<file path="config.mk">
export PLATFORM = sky130hd
export DESIGN_NAME = isr_status_top
export DESIGN_NICKNAME = d
export VERILOG_FILES = /design/src/logic/isr_pkg.sv /design/src/logic/isr_status_top.sv /design/src/logic/isr_event_reg.sv
export SDC_FILE = /design/constraint.sdc
export NUM_CORES = 1
export LEC_CHECK = 0
export BUFFER_PORTS_ARGS = -buffer_cell sky130_fd_sc_hd__buf_2
export CAP_MARGIN = 20
export CORE_MARGIN = 2
export CORE_UTILIZATION = 47
export CTS_CLUSTER_DIAMETER = 40
export DETAILED_ROUTE_END_ITERATION = 10
export GPL_TIMING_DRIVEN = 0
export HOLD_SLACK_MARGIN = 0.12
export PLACE_DENSITY = 0.84
export SLEW_MARGIN = 20
export SYNTH_ARGS = -nofsm -noshare
export SYNTH_HDL_FRONTEND = slang
export SYNTH_HIERARCHICAL = 1
export SYNTH_SLANG_ARGS = --single-unit
</file>
<file path="constraint.sdc">
create_clock -name CLK_I -period 3.65 [get_ports CLK_I]
set_clock_uncertainty 0.2 [all_clocks]
set_input_delay 0.5475 -clock CLK_I [delete_from_list [all_inputs] [get_ports CLK_I]]
set_output_delay 0.5475 -clock CLK_I [all_outputs]
set_load 0.02 [all_outputs]
</file>
<file path="src/logic/isr_pkg.sv">
// package for the instrument status reporting block: bit positions,
// reset values and field widths shared by the design modules.
// assumes a single clock domain and a synchronous, active-high reset.

package isr_pkg;

	// ----------------------------------------------------------------
	// register widths
	// ----------------------------------------------------------------
	localparam int REG_W = 8;

	// ----------------------------------------------------------------
	// status summary byte bit positions
	// ----------------------------------------------------------------
	localparam int SSB_OPERATION_SUMMARY = 7;
	localparam int SSB_REQUEST_SERVICE = 6;
	localparam int SSB_EVENT_SUMMARY_BIT = 5;
	localparam int SSB_MESSAGE_AVAILABLE = 4;
	localparam int SSB_QUESTIONABLE_SUMMARY = 3;
	localparam int SSB_MEASUREMENT_SUMMARY = 0;
	// bits that may take part in a request; 6, 2 and 1 never do
	localparam logic [7:0] SSB_USED_MASK = 8'hb9;

	// ----------------------------------------------------------------
	// standard event flags bit positions
	// ----------------------------------------------------------------
	localparam int SEF_POWER_ON_FLAG = 7;
	localparam int SEF_COMMAND_ERROR = 5;
	localparam int SEF_CANNOT_RUN_ERROR = 4;
	localparam int SEF_DEVICE_SPECIFIC_ERROR = 3;
	localparam int SEF_QUERY_ERROR = 2;
	localparam int SEF_OPERATION_COMPLETE = 0;
	localparam logic [7:0] SEF_USED_MASK = 8'hbd;

	// ----------------------------------------------------------------
	// values after reset
	// ----------------------------------------------------------------
	localparam logic [7:0] SEF_RESET_VALUE = 8'h80;
	localparam logic [7:0] MASK_CLEAR_VALUE = 8'h00;
	localparam logic [7:0] BYTE_ZERO = 8'h00;
	localparam int OQ_COUNT_W = 9;

endpackage

</file>
<file path="src/logic/isr_status_top.sv">
// status reporting core: status summary byte, service request mask,
// request latch, standard event flags and enable, bus request line.
// assumes command decode elsewhere turns commands into one-cycle
// strobes, and that summaries of the other event registers arrive
// as levels already masked by their own enables.

`timescale 1ns/1ps

// Functional notes
// - enabled request pulls bus request line low
// - status byte eight bits, bits 2,1 zero
// - bit 7 operation summary in poll and query
// - latch sets on masked-or rise, poll clears
// - query bit 6 is live masked-or level
// - bit 5 is masked standard event or
// - bit 4 output queue summary both answers
// - bit 3 questionable, bit 0 measurement
// - request mask gates latch, summary, line
// - mask write/read, power-on-clear controls reset
// - mask kept through clear-status
// - event flags cleared by clear or read
// - power flag set; bits 6,1 zero
// - bit 5 syntax, bit 4 run error
// - bit 3 device specific error summary
// - bit 2 query error
// - bit 0 operation complete
// - event enable masks flags into bit 5
// - message available while queue non-empty
module isr_status_top (
	input wire logic CLK_I,
	input wire logic SYS_RST_I,
	input wire logic PWR_CLR_I,
	input wire logic OPER_SUM_I,
	input wire logic QUES_SUM_I,
	input wire logic MEAS_SUM_I,
	input wire logic [8:0] OQ_COUNT_I,
	input wire logic CMD_ERR_I,
	input wire logic RUN_ERR_I,
	input wire logic DEV_ERR_I,
	input wire logic QUERY_ERR_I,
	input wire logic OP_DONE_I,
	input wire logic CLS_I,
	input wire logic RMASK_WR_I,
	input wire logic [7:0] RMASK_DATA_I,
	input wire logic ESE_WR_I,
	input wire logic [7:0] ESE_DATA_I,
	input wire logic EVF_RD_I,
	input wire logic SSB_RD_I,
	input wire logic SPOLL_I,
	output logic [7:0] RMASK_VAL_O,
	output logic [7:0] ESE_VAL_O,
	output logic [7:0] EVF_DATA_O,
	output logic [7:0] SSB_DATA_O,
	output logic [7:0] SPOLL_DATA_O,
	output logic SRQ_O,
	output logic SRQ_OE_O
);

	logic [7:0] req_mask_r;
	logic [7:0] ese_r;
	logic [7:0] sef_flags;
	logic [7:0] sef_set;
	logic [7:0] ssb_core;
	logic event_summary;
	logic message_available;
	logic master_summary;
	logic master_summary_q_r;
	logic request_service_latched_r;
	logic request_service_latched_nxt;
	logic [7:0] ssb_data_r;
	logic [7:0] spoll_data_r;

	// ----------------------------------------------------------------
	// standard event flags
	// ----------------------------------------------------------------
	// event positions
	always_comb begin
		sef_set = isr_pkg::BYTE_ZERO;
		sef_set[isr_pkg::SEF_COMMAND_ERROR] = CMD_ERR_I;
		sef_set[isr_pkg::SEF_CANNOT_RUN_ERROR] = RUN_ERR_I;
		sef_set[isr_pkg::SEF_DEVICE_SPECIFIC_ERROR] = DEV_ERR_I;
		sef_set[isr_pkg::SEF_QUERY_ERROR] = QUERY_ERR_I;
		sef_set[isr_pkg::SEF_OPERATION_COMPLETE] = OP_DONE_I;
	end

	isr_event_reg u_sef (
		.clk_i(CLK_I),
		.rst_i(SYS_RST_I),
		.set_i(sef_set),
		.clr_i(CLS_I),
		.rd_i(EVF_RD_I),
		.flags_o(sef_flags),
		.rd_data_o(EVF_DATA_O)
	);

	// ----------------------------------------------------------------
	// mask registers
	// ----------------------------------------------------------------
	// masks are nonvolatile unless power-on-clear is selected, so a
	// reset without that setting leaves them untouched on purpose
	// request mask write
	always_ff @(posedge CLK_I) begin
		if (SYS_RST_I && PWR_CLR_I) begin
			req_mask_r <= isr_pkg::MASK_CLEAR_VALUE;
		end else if (!SYS_RST_I && RMASK_WR_I) begin
			req_mask_r <= RMASK_DATA_I & isr_pkg::SSB_USED_MASK;
		end
	end

	always_ff @(posedge CLK_I) begin
		if (SYS_RST_I && PWR_CLR_I) begin
			ese_r <= isr_pkg::MASK_CLEAR_VALUE;
		end else if (!SYS_RST_I && ESE_WR_I) begin
			ese_r <= ESE_DATA_I;
		end
	end

	assign RMASK_VAL_O = req_mask_r;
	assign ESE_VAL_O = ese_r;

	// ----------------------------------------------------------------
	// status byte assembly
	// ----------------------------------------------------------------
	// masked event summary
	assign event_summary = |(sef_flags & ese_r);
	assign message_available = (OQ_COUNT_I != 9'h000);

	always_comb begin
		ssb_core = isr_pkg::BYTE_ZERO;
		ssb_core[isr_pkg::SSB_OPERATION_SUMMARY] = OPER_SUM_I;
		ssb_core[isr_pkg::SSB_EVENT_SUMMARY_BIT] = event_summary;
		ssb_core[isr_pkg::SSB_MESSAGE_AVAILABLE] = message_available;
		ssb_core[isr_pkg::SSB_QUESTIONABLE_SUMMARY] = QUES_SUM_I;
		ssb_core[isr_pkg::SSB_MEASUREMENT_SUMMARY] = MEAS_SUM_I;
	end

	assign master_summary = |(ssb_core & req_mask_r & isr_pkg::SSB_USED_MASK);

	// ----------------------------------------------------------------
	// request latch
	// ----------------------------------------------------------------
	always_ff @(posedge CLK_I) begin
		if (SYS_RST_I) begin
			master_summary_q_r <= 1'b0;
		end else begin
			master_summary_q_r <= master_summary;
		end
	end

	always_comb begin
		request_service_latched_nxt = request_service_latched_r;
		if (SPOLL_I) begin
			request_service_latched_nxt = 1'b0;
		end
		if (master_summary && !master_summary_q_r) begin
			request_service_latched_nxt = 1'b1;
		end
	end

	always_ff @(posedge CLK_I) begin
		if (SYS_RST_I) begin
			request_service_latched_r <= 1'b0;
		end else begin
			request_service_latched_r <= request_service_latched_nxt;
		end
	end

	// ----------------------------------------------------------------
	// answers
	// ----------------------------------------------------------------
	// poll carries latch
	always_ff @(posedge CLK_I) begin
		if (SYS_RST_I) begin
			spoll_data_r <= isr_pkg::BYTE_ZERO;
		end else if (SPOLL_I) begin
			spoll_data_r <= ssb_core;
			spoll_data_r[isr_pkg::SSB_REQUEST_SERVICE] <= request_service_latched_r;
		end
	end

	always_ff @(posedge CLK_I) begin
		if (SYS_RST_I) begin
			ssb_data_r <= isr_pkg::BYTE_ZERO;
		end else if (SSB_RD_I) begin
			ssb_data_r <= ssb_core;
			ssb_data_r[isr_pkg::SSB_REQUEST_SERVICE] <= master_summary;
		end
	end

	assign SPOLL_DATA_O = spoll_data_r;
	assign SSB_DATA_O = ssb_data_r;

	// ----------------------------------------------------------------
	// bus request line
	// ----------------------------------------------------------------
	// wired-or line: only ever pulled low, never driven high
	// pull low while requesting
	assign SRQ_O = 1'b0;
	assign SRQ_OE_O = request_service_latched_r;

	// ----------------------------------------------------------------
	// checks
	// ----------------------------------------------------------------
	latch_rise_set_a: assert property (
		@(posedge CLK_I) disable iff (SYS_RST_I)
		(master_summary && !master_summary_q_r) |=> request_service_latched_r)
		else $error("request latch missed a rising summary");

	latch_poll_clr_a: assert property (
		@(posedge CLK_I) disable iff (SYS_RST_I)
		(SPOLL_I && !(master_summary && !master_summary_q_r)) |=> !request_service_latched_r)
		else $error("serial poll did not clear request latch");

	srq_drive_a: assert property (
		@(posedge CLK_I) disable iff (SYS_RST_I)
		$rose(SRQ_OE_O) |-> $past(master_summary) && SRQ_O == 1'b0)
		else $error("request line pulled without an enabled cause");

	byte_zero_bits_a: assert property (
		@(posedge CLK_I) disable iff (SYS_RST_I)
		SSB_DATA_O[2:1] == 2'b00 && SPOLL_DATA_O[2:1] == 2'b00)
		else $error("unused status byte bits not zero");

	query_live_or_a: assert property (
		@(posedge CLK_I) disable iff (SYS_RST_I)
		SSB_RD_I |=> SSB_DATA_O[6] == $past(master_summary))
		else $error("status query bit 6 not live summary");

	poll_byte_a: assert property (
		@(posedge CLK_I) disable iff (SYS_RST_I)
		SPOLL_I |=> SPOLL_DATA_O[7] == $past(OPER_SUM_I)
			&& SPOLL_DATA_O[4] == ($past(OQ_COUNT_I) != 9'h000)
			&& SPOLL_DATA_O[6] == $past(request_service_latched_r))
		else $error("serial poll byte fields wrong");

	flags_read_clr_a: assert property (
		@(posedge CLK_I) disable iff (SYS_RST_I)
		(EVF_RD_I && sef_set == 8'h00) |=> sef_flags == 8'h00
			&& EVF_DATA_O == $past(sef_flags))
		else $error("event flags not returned and cleared");

	flag_set_wins_a: assert property (
		@(posedge CLK_I) disable iff (SYS_RST_I)
		(EVF_RD_I && CMD_ERR_I) |=> sef_flags[5])
		else $error("event lost to same-cycle read clear");

	mask_keep_clr_a: assert property (
		@(posedge CLK_I) disable iff (SYS_RST_I)
		(CLS_I && !RMASK_WR_I) |=> $stable(req_mask_r))
		else $error("clear-status changed request mask");

	event_summary_a: assert property (
		@(posedge CLK_I) disable iff (SYS_RST_I)
		SSB_RD_I |=> SSB_DATA_O[5] == |($past(sef_flags) & $past(ese_r)))
		else $error("event summary bit wrong");

	power_flag_rst_a: assert property (
		@(posedge CLK_I)
		$fell(SYS_RST_I) |-> sef_flags == isr_pkg::SEF_RESET_VALUE)
		else $error("power flag not set after reset");

endmodule

</file>
<file path="src/logic/isr_event_reg.sv">
// sticky event flag register: set pulses, a clear strobe, and a
// read that returns the value and then clears it.
// assumes set inputs are synchronous to the clock.

`timescale 1ns/1ps

module isr_event_reg (
	input wire logic clk_i,
	input wire logic rst_i,
	input wire logic [7:0] set_i,
	input wire logic clr_i,
	input wire logic rd_i,
	output logic [7:0] flags_o,
	output logic [7:0] rd_data_o
);

	logic [7:0] flags_r;
	logic [7:0] flags_nxt;
	logic [7:0] rd_data_r;

	// ----------------------------------------------------------------
	// flag storage
	// ----------------------------------------------------------------
	// set beats clear
	always_comb begin
		flags_nxt = flags_r;
		if (clr_i || rd_i) begin
			flags_nxt = isr_pkg::BYTE_ZERO;
		end
		flags_nxt = (flags_nxt | set_i) & isr_pkg::SEF_USED_MASK;
	end

	always_ff @(posedge clk_i) begin
		if (rst_i) begin
			flags_r <= isr_pkg::SEF_RESET_VALUE;
		end else begin
			flags_r <= flags_nxt;
		end
	end

	// ----------------------------------------------------------------
	// query answer
	// ----------------------------------------------------------------
	// read returns then clears
	always_ff @(posedge clk_i) begin
		if (rst_i) begin
			rd_data_r <= isr_pkg::BYTE_ZERO;
		end else if (rd_i) begin
			rd_data_r <= flags_r;
		end
	end

	assign flags_o = flags_r;
	assign rd_data_o = rd_data_r;

endmodule

</file>
Word level (Yosys, flattened, before mapping)
Cells that the tools add are included.
Operators by class
  bitwise logic cells: 3
  reduce and logical (&&, ||, !) cells: 11
  mux-type cells: 3
Operators by type and width (number)
  AND 8 bit: 2
  nonzero test 9 bit: 1
  2-to-1 mux 8 bit: 1
  OR 8 x 6 -> 8 bit: 1
  OR reduction 8 bit: 1
  OR reduction 5 bit: 1
  logical AND 1 bit: 4
  logical NOT 1 bit: 2
  2-to-1 mux 1 bit: 2
  nonzero test 2 bit: 1
  logical OR 1 bit: 1
Word-level totals
  output and inout port bits: 42
  bits in registers: 43

Logic depth before layout (Yosys ltp)
Gate-level depths: netlist (run 1).
  depth in word-level cells: 6
  mapped depth: 5
  depth with buffers taken out: 4

By module
Netlist (run 1), hierarchy kept.
By module, submodules not included
  isr_status_top: times used 1, cells an instance 97, area each 1059.8 sq um
  isr_event_reg: times used 1, cells an instance 48, area each 471.7 sq um

Worst setup path before layout (run 1)
No wires, ideal clock.
  path kind: input-to-reg
  start: input OQ_COUNT_I[2]
  end: register request_service_latched_r, in the netlist SRQ_OE_O
  library setup time: 140 ps
  arrival: 1658 ps
  stages: 4
  buffers on the path: 0
  slack: 1652 ps
  cells stage by stage: or4_4 -> nor4_4 -> o221a_4 -> o32ai_2
Between the ends
  cells in the longest elaborated chain, start to end: 5
RTL lines
  start, declared: line isr_status_top.sv:36  | input wire logic [8:0] OQ_COUNT_I,
  nonzero test 9 bit (*): line isr_status_top.sv:126  | assign message_available = (OQ_COUNT_I != 9'h000);
  AND 8 bit (*): line isr_status_top.sv:137  | assign master_summary = |(ssb_core & req_mask_r & isr_pkg::SSB_USED_MASK);
  OR reduction 5 bit (*): line isr_status_top.sv:137
  logical AND 1 bit (*): line isr_status_top.sv:155  | if (master_summary && !master_summary_q_r) begin
  2-to-1 mux 1 bit / nonzero test 2 bit (equally long branches)
  end signal, assigned: line isr_status_top.sv:164  | request_service_latched_r <= request_service_latched_nxt;
  end, declared: line isr_status_top.sv:68  | logic request_service_latched_r;
Every way passes the cells marked *; elsewhere a longest branch is shown, timed or not.
A chain may end at the register's enable or synchronous reset.

Final worst setup path (run 1)
Ends and elaborated chain as after synthesis.

==> impl_metrics.env, run 1 <==
export IMPL_vias=1322
export IMPL_drc=0
export IMPL_worstPathMaxFanout=3
export IMPL_final_max_slew_viol_count=0
export IMPL_ys_warn_count=6
export IMPL_grt_first_pass_wirelength_um=5071
export IMPL_synth_common_cells="dfxtp_1, nor2_1, a22o_1, mux2i_1, buf_4"
export IMPL_synth_seq_cells=39
export IMPL_clock_latency_ns=0.33
export IMPL_yosysMostFrequentCell="dfxtp_1"
export IMPL_max_slew_margin_rel_pct=60.70
export IMPL_antenna_found_initial=0
export IMPL_diodes=0
export IMPL_die_h_um=61.08
export IMPL_cts_tree="done"
export IMPL_ios=84
export IMPL_syn_inst=145
export IMPL_vdd_drop_max_v=0.0002743
export IMPL_clockRootBuffer="clkbuf_4"
export IMPL_required_ns=3.66
export IMPL_critPathKind="input pin to flop"
export IMPL_ys_seq_area_share_pct=50.98
export IMPL_routed_wl_um=3303
export IMPL_grt_total_usage_pct=18.60
export IMPL_avgViaCountPerCell=4.790
export IMPL_drt_iter0_drc=56
export IMPL_cts_buffers=5
export IMPL_clock_sinks=39
export IMPL_overflow=0
export IMPL_dr_pass1_iters=4
export IMPL_period_minus_slack_ns=1.848
export IMPL_reg2reg_from="ESE_VAL_O[4]"
export IMPL_postRouteAntennaNets=0
export IMPL_dieArea_um2=3731
export IMPL_gp_congestion=0.7259
export IMPL_start_util_pct=49.76
export IMPL_layout_drive_gt1_share_pct=41.38
export IMPL_min_from="SYS_RST_I"
export IMPL_core_area_um2=3078
export IMPL_yosys_top_cells_area="dfxtp_1, mux2i_1, a22o_1, buf_4, nor2_1"
export IMPL_dpl_hpwl_um=2604
export IMPL_synth_top_area_share_pct=50.98
export IMPL_yosys_area_top_type="dfxtp_1"
export IMPL_hp_class="input pin to flop"
export IMPL_status="finished, final reports clean"
export IMPL_areaGrowthSynthToFinish_pct=33.01
export IMPL_fmax_mhz=541.3
export IMPL_row_count=20
export IMPL_rsz0062_at_grt="false"
export IMPL_max_stage_delay_ns=0.53
export IMPL_post_cts_resized=0
export IMPL_num_nets_final=273
export IMPL_port_buffers=68
export IMPL_dieWidth_um=61.08
export IMPL_setup_tns_ns=0
export IMPL_synth_area_um2=1531
export IMPL_p_leak_nw=1.042
export IMPL_cts_setup_buffers=0
export IMPL_crit_path_cell_trace="buf_2 -> or4_4 -> nor4_4 -> o221a_4 -> o32ai_2"
export IMPL_crit_slowest_cell="or4_4"
export IMPL_tightest_slew_ns=0.5895
export IMPL_synth_async_reset_ratio_pct=0
export IMPL_worst_setup_path_end_kind="flop"
export IMPL_htree_levels=2
export IMPL_start_kind="input pin"
export IMPL_ctsHoldBuffers=0
export IMPL_fin_crit_sh_pct=50.62
export IMPL_finalSetupViolations=0
export IMPL_stdcell_count=276
export IMPL_maxCapViolCount=0
export IMPL_grt_max_degree=12
export IMPL_synth_edf_count=0
export IMPL_crit_arrival_ns=1.86
export IMPL_synthDistinctLibCells=27
export IMPL_clk_pin_slew_ns=0.11
export IMPL_hold_violations=0
export IMPL_synth_avg_cell_area_um2=10.56
export IMPL_powerDensity_nw_per_um2=447.3
export IMPL_wl_per_cell_um=11.97
export IMPL_cts_buffer_depth=2
export IMPL_crit_start="OQ_COUNT_I[2]"
export IMPL_first_global_vias=1167
export IMPL_dp_cells=268
export IMPL_ys_flop_type="dfxtp_1"
[per-layer routing]
metal / part of all wire (%) / up-vias / GRT usage [%]
met5: 0 / - / 0
met4: 0.76 / 0 / 4.658
met3: 11 / 3 / 7.143
met2: 47 / 75 / 31.76
met1: 42 / 583 / 22.05
li1: - / 661 / -
[logic make-up after synthesis]
kind of cell / synth area share [%]
AND/OR/NAND/NOR: 12.09
other: 0.4904
buffers and inverters: 9.885
flip-flops: 50.98
AO/OA/AOI/OAI: 18.06
multiplexers: 8.496
[cells in the final DEF, fill, tap and decap left out, types with 5 or more instances in the layout]
cell type,instances
a21oi_1,7
a22o_1,13
buf_2,69
buf_4,12
clkbuf_1,5
clkbuf_4,5
conb_1,13
dfxtp_1,39
inv_1,7
mux2i_1,13
nor2_1,20
[worst paths after layout]
| kind | endpoint | slack (ns) | cells past startpoint |
|---|---|---|---|
| setup reg to reg | SSB_DATA_O[6] | 2.13 | 4 |
| setup / recovery | SRQ_OE_O | 1.80 | 5 |
| hold / removal | u_sef/flags_o[0] | 0.22 | 2 |
| hold reg to reg | SRQ_OE_O | 0.26 | 1 |
[area by class of cell]
| cell class | count | area [um^2] |
|---|---|---|
| fillers | 275 | 1041 |
| multi-input cells | 91 | 640.6 |
| clock buffers | 8 | 68.82 |
| inverters | 7 | 26.28 |
| repair buffers | 68 | 340.3 |
| plain buffers | 19 | 125.1 |
| flip-flops and latches | 39 | 780.7 |
| well taps | 44 | 55.05 |
[where the power goes]
part           total (mW)  internal, mW  leakage, nW  switching, mW
Sequential          0.484         0.460        0.324         0.0233
Clock               0.242         0.113       0.0386          0.128
Combinational       0.186        0.0810        0.680          0.105
Total               0.911         0.655         1.04          0.256
[sequential cells by signal, indices dropped and copies added, names as in the netlist]
signal and cells:
SRQ_OE_O 1, RMASK_VAL_O 5, master_summary_q_r 1, u_sef/flags_o 6, SPOLL_DATA_O 6, SSB_DATA_O 6, u_sef/rd_data_o 6, ESE_VAL_O 8
[critical path, delay by kind of cell]
family / cells / cell delay (ns)
AOI/OAI and AO/OA: 2 / 0.37
and+or+nand+nor: 2 / 0.85
buffers and inverters: 1 / 0.09
[per-stage QoR]
step                      hold slack [ns]  worst slack (ns)  instance area, um^2  power, mW  utilization [%]
after floorplan                    0.2324             1.652                 1573     0.6115                -
after global placement             0.2393             1.441                 1968     0.6752            63.94
after detailed placement           0.2481             1.431                 1968     0.6793            63.94
after CTS                          0.2037             1.802                 2037     0.9197            66.18
after global routing               0.1911             1.706                 2037     0.9601            66.18
final                              0.2171             1.802                 2037     0.9112            66.18
Power figures use the tool's default switching activity.
==> inputs of run 2 (changes only) <==
ABC_AREA = 1   (was not set)
CORE_UTILIZATION = 40   (was 47)
PLACE_DENSITY = 0.75   (was 0.84)
clock period = 1.6 ns   (was 3.65 ns; I/O delays follow)
==> run 2 against run 1 <==
Against the previous run: sequential power increased by 130%; register-to-register slack lost 1.9 ns; non-clock buffer count grew 25; highest routed layer unchanged.
==> impl_metrics.env, run 2 <==
export IMPL_status="finished, final reports clean"
export IMPL_row_count=22
export IMPL_cts_buffer_depth=2
export IMPL_synth_simple_area_share_pct=26.47
export IMPL_ys_flop_type="dfxtp_1"
export IMPL_clock_latency_ns=0.29
export IMPL_die_h_um=66.73
export IMPL_setup_tns_ns=0
export IMPL_p_leak_nw=1.283
export IMPL_maxCapViolCount=0
export IMPL_grt_total_usage_pct=19.23
export IMPL_start_kind="input pin"
export IMPL_fmax_mhz=632.8
export IMPL_synth_compound_area_share_pct=12.40
export IMPL_clock_sinks=39
export IMPL_clockRootBuffer="clkbuf_8"
export IMPL_core_area_um2=3716
export IMPL_drt_iter0_drc=77
export IMPL_num_nets_final=374
export IMPL_period_minus_slack_ns=1.580
export IMPL_synthAdderAreaFrac_pct=0
export IMPL_synth_top_family_by_area="simple AND/OR/NAND/NOR gates"
export IMPL_clk_pin_slew_ns=0.07
export IMPL_r2r_end="SSB_DATA_O[6]"
export IMPL_dr_pass1_iters=4
export IMPL_yosys_top_cells_area="dfxtp_1, nor2_1, o21ai_0, nand2_1, buf_4"
export IMPL_cts_buffers=5
export IMPL_fill_cells=354
export IMPL_yosys_area_share_xor_xnor_pct=0
export IMPL_ios=84
export IMPL_synth_edf_count=0
export IMPL_crit_arrival_ns=1.56
export IMPL_layout_drive_gt1_share_pct=29.13
export IMPL_avgViaCountPerCell=4.378
export IMPL_critPathKind="input pin to flop"
export IMPL_start_util_pct=42.36
export IMPL_cp_top_family="buffers and inverters"
export IMPL_port_buffers=70
export IMPL_htree_levels=2
export IMPL_r2r_slack_ns=0.24
export IMPL_mostFrequentLayoutCells="buf_2, nor2_1, dfxtp_1"
export IMPL_finalSetupViolations=0
export IMPL_synthDistinctLibCells=14
export IMPL_vias=1668
export IMPL_yosys_area_top_type="dfxtp_1"
export IMPL_first_global_vias=1516
export IMPL_design_area_um2=2387
export IMPL_required_ns=1.58
export IMPL_grt_first_pass_wirelength_um=6444
export IMPL_crit_buf_inv=3
export IMPL_postRouteAntennaNets=0
export IMPL_crit_slowest_cell="dlygate4sd3_1"
export IMPL_min_from="SYS_RST_I"
export IMPL_final_max_slew_viol_count=0
export IMPL_placed_area_um2=2026
export IMPL_hold_violations=0
export IMPL_synth_avg_cell_area_um2=7.287
export IMPL_drc=0
export IMPL_yosysMostFrequentCell="nor2_1"
export IMPL_cts_tree="done"
export IMPL_wl_per_cell_um=10.96
export IMPL_antenna_found_initial=0
export IMPL_routed_wl_um=4176
export IMPL_cts_setup_buffers=0
export IMPL_whs_path_depth=2
export IMPL_dieArea_um2=4453
export IMPL_synth_async_reset_ratio_pct=0
export IMPL_grt_max_degree=13
export IMPL_crit_path_cell_trace="dlygate4sd3_1 -> buf_2 -> nor2_1 -> dlygate4sd3_1 -> nor2_1"
export IMPL_post_cts_resized=0
export IMPL_synth_common_cells="nor2_1, dfxtp_1, o21ai_0, nand2_1, inv_1"
export IMPL_worstPathMaxFanout=1
export IMPL_powerDensity_nw_per_um2=949.9
export IMPL_areaGrowthSynthToFinish_pct=51.67
export IMPL_whs_ns=0.09777
export IMPL_dpl_hpwl_um=2831
export IMPL_synth_area_um2=1574
export IMPL_muxShareOfSynthArea_pct=0
export IMPL_rr_worst_depth=8
export IMPL_diodes=0
export IMPL_worst_setup_path_end_kind="flop"
export IMPL_finalPower_mw=2.268
export IMPL_ys_seq_area_share_pct=49.60
export IMPL_vdd_drop_max_v=0.0006361
export IMPL_dieWidth_um=66.73
export IMPL_ys_warn_count=6
export IMPL_overflow=0
export IMPL_max_stage_delay_ns=0.56
export IMPL_synth_seq_cells=39
export IMPL_final_common_cell="buf_2"
export IMPL_fin_crit_sh_pct=98.76
export IMPL_syn_inst=216
export IMPL_largest_reg_flops=8
export IMPL_synth_top_area_share_pct=49.60
export IMPL_holdPathEnd="u_sef/flags_o[3]"
export IMPL_rsz0062_at_grt="false"
export IMPL_hp_class="input pin to flop"
export IMPL_gp_congestion=0.7555
export IMPL_reg2reg_from="ESE_VAL_O[4]"
run 2: how the worst max path moves through the flow:
stage,start,end,slack (ns),cells after the start
4_1_cts,RUN_ERR_I,u_sef/flags_o[4],0.03,5
3_5_place_dp,u_sef/flags_o[2],SSB_DATA_O[6],0.25,8
6_report,RMASK_DATA_I[7],RMASK_VAL_O[7],0.02,5
2_1_floorplan,ESE_VAL_O[2],SSB_DATA_O[6],0.36,8
3_3_place_gp,u_sef/flags_o[7],SSB_DATA_O[6],0.27,8
5_1_grt,RMASK_DATA_I[7],RMASK_VAL_O[7],0.006,5
run 2: power breakdown:
group          leakage (nW)  total [mW]  switching (mW)  internal, mW
Clock                0.0422       0.631           0.325         0.306
Combinational         0.916       0.517           0.299         0.218
Sequential            0.326        1.12          0.0581          1.06
Total                  1.28        2.27           0.682          1.59
run 2: stage by stage:
step	setup WS, ns	instances	util, %
after floorplan	0.3649	227	-
after global placement	0.2685	345	54.51
after detailed placement	0.2501	345	54.51
after CTS	0.02561	385	65.32
after global routing	0.006109	381	64.24
final	0.01979	381	64.24
run 2: layout make-up:
cell class,count,area (um^2),area share (%)
Multi-Input combinational cell,155,660.6,27.67
Sequential cell,39,780.7,32.70
Buffer,14,102.6,4.298
Inverter,19,71.32,2.987
Clock inverter,1,5.005,0.2096
Clock buffer,7,76.32,3.197
Tap cell,48,60.06,2.516
Timing Repair Buffer,98,630.6,26.42
run 2: worst register-to-register path: stages (launching register included):
cell	delay, ns
dfxtp_1	0.34
nand2_1	0.07
nand2_1	0.05
nor2_1	0.08
nand2_1	0.12
nand2_1	0.09
nand3_1	0.13
nor2_1	0.13
nor2_1	0.05
run 2: cells by family after synthesis:
family / count (synthesis)
buffers and inverters: 33
and+or+nand+nor: 103
other: 2
DFF: 39
AOI/OAI and AO/OA: 39
run 2: layer usage:
metal  vias up  wire length, um  share of wire (%)  global-route usage (%)
met1       721             1736                 42                   21.00
li1        880                -                  -                       -
met3         8              265                6.3                   5.405
met4         0               63                1.5                   6.378
met5         -                0                  0                       0
met2        59             2110                 51                   35.38
run 2: timing repair:
item                       in CTS  in global routing
setup endpoints to repair       0                  5
hold buffers                   32                  1
hold endpoints to repair       26                  5
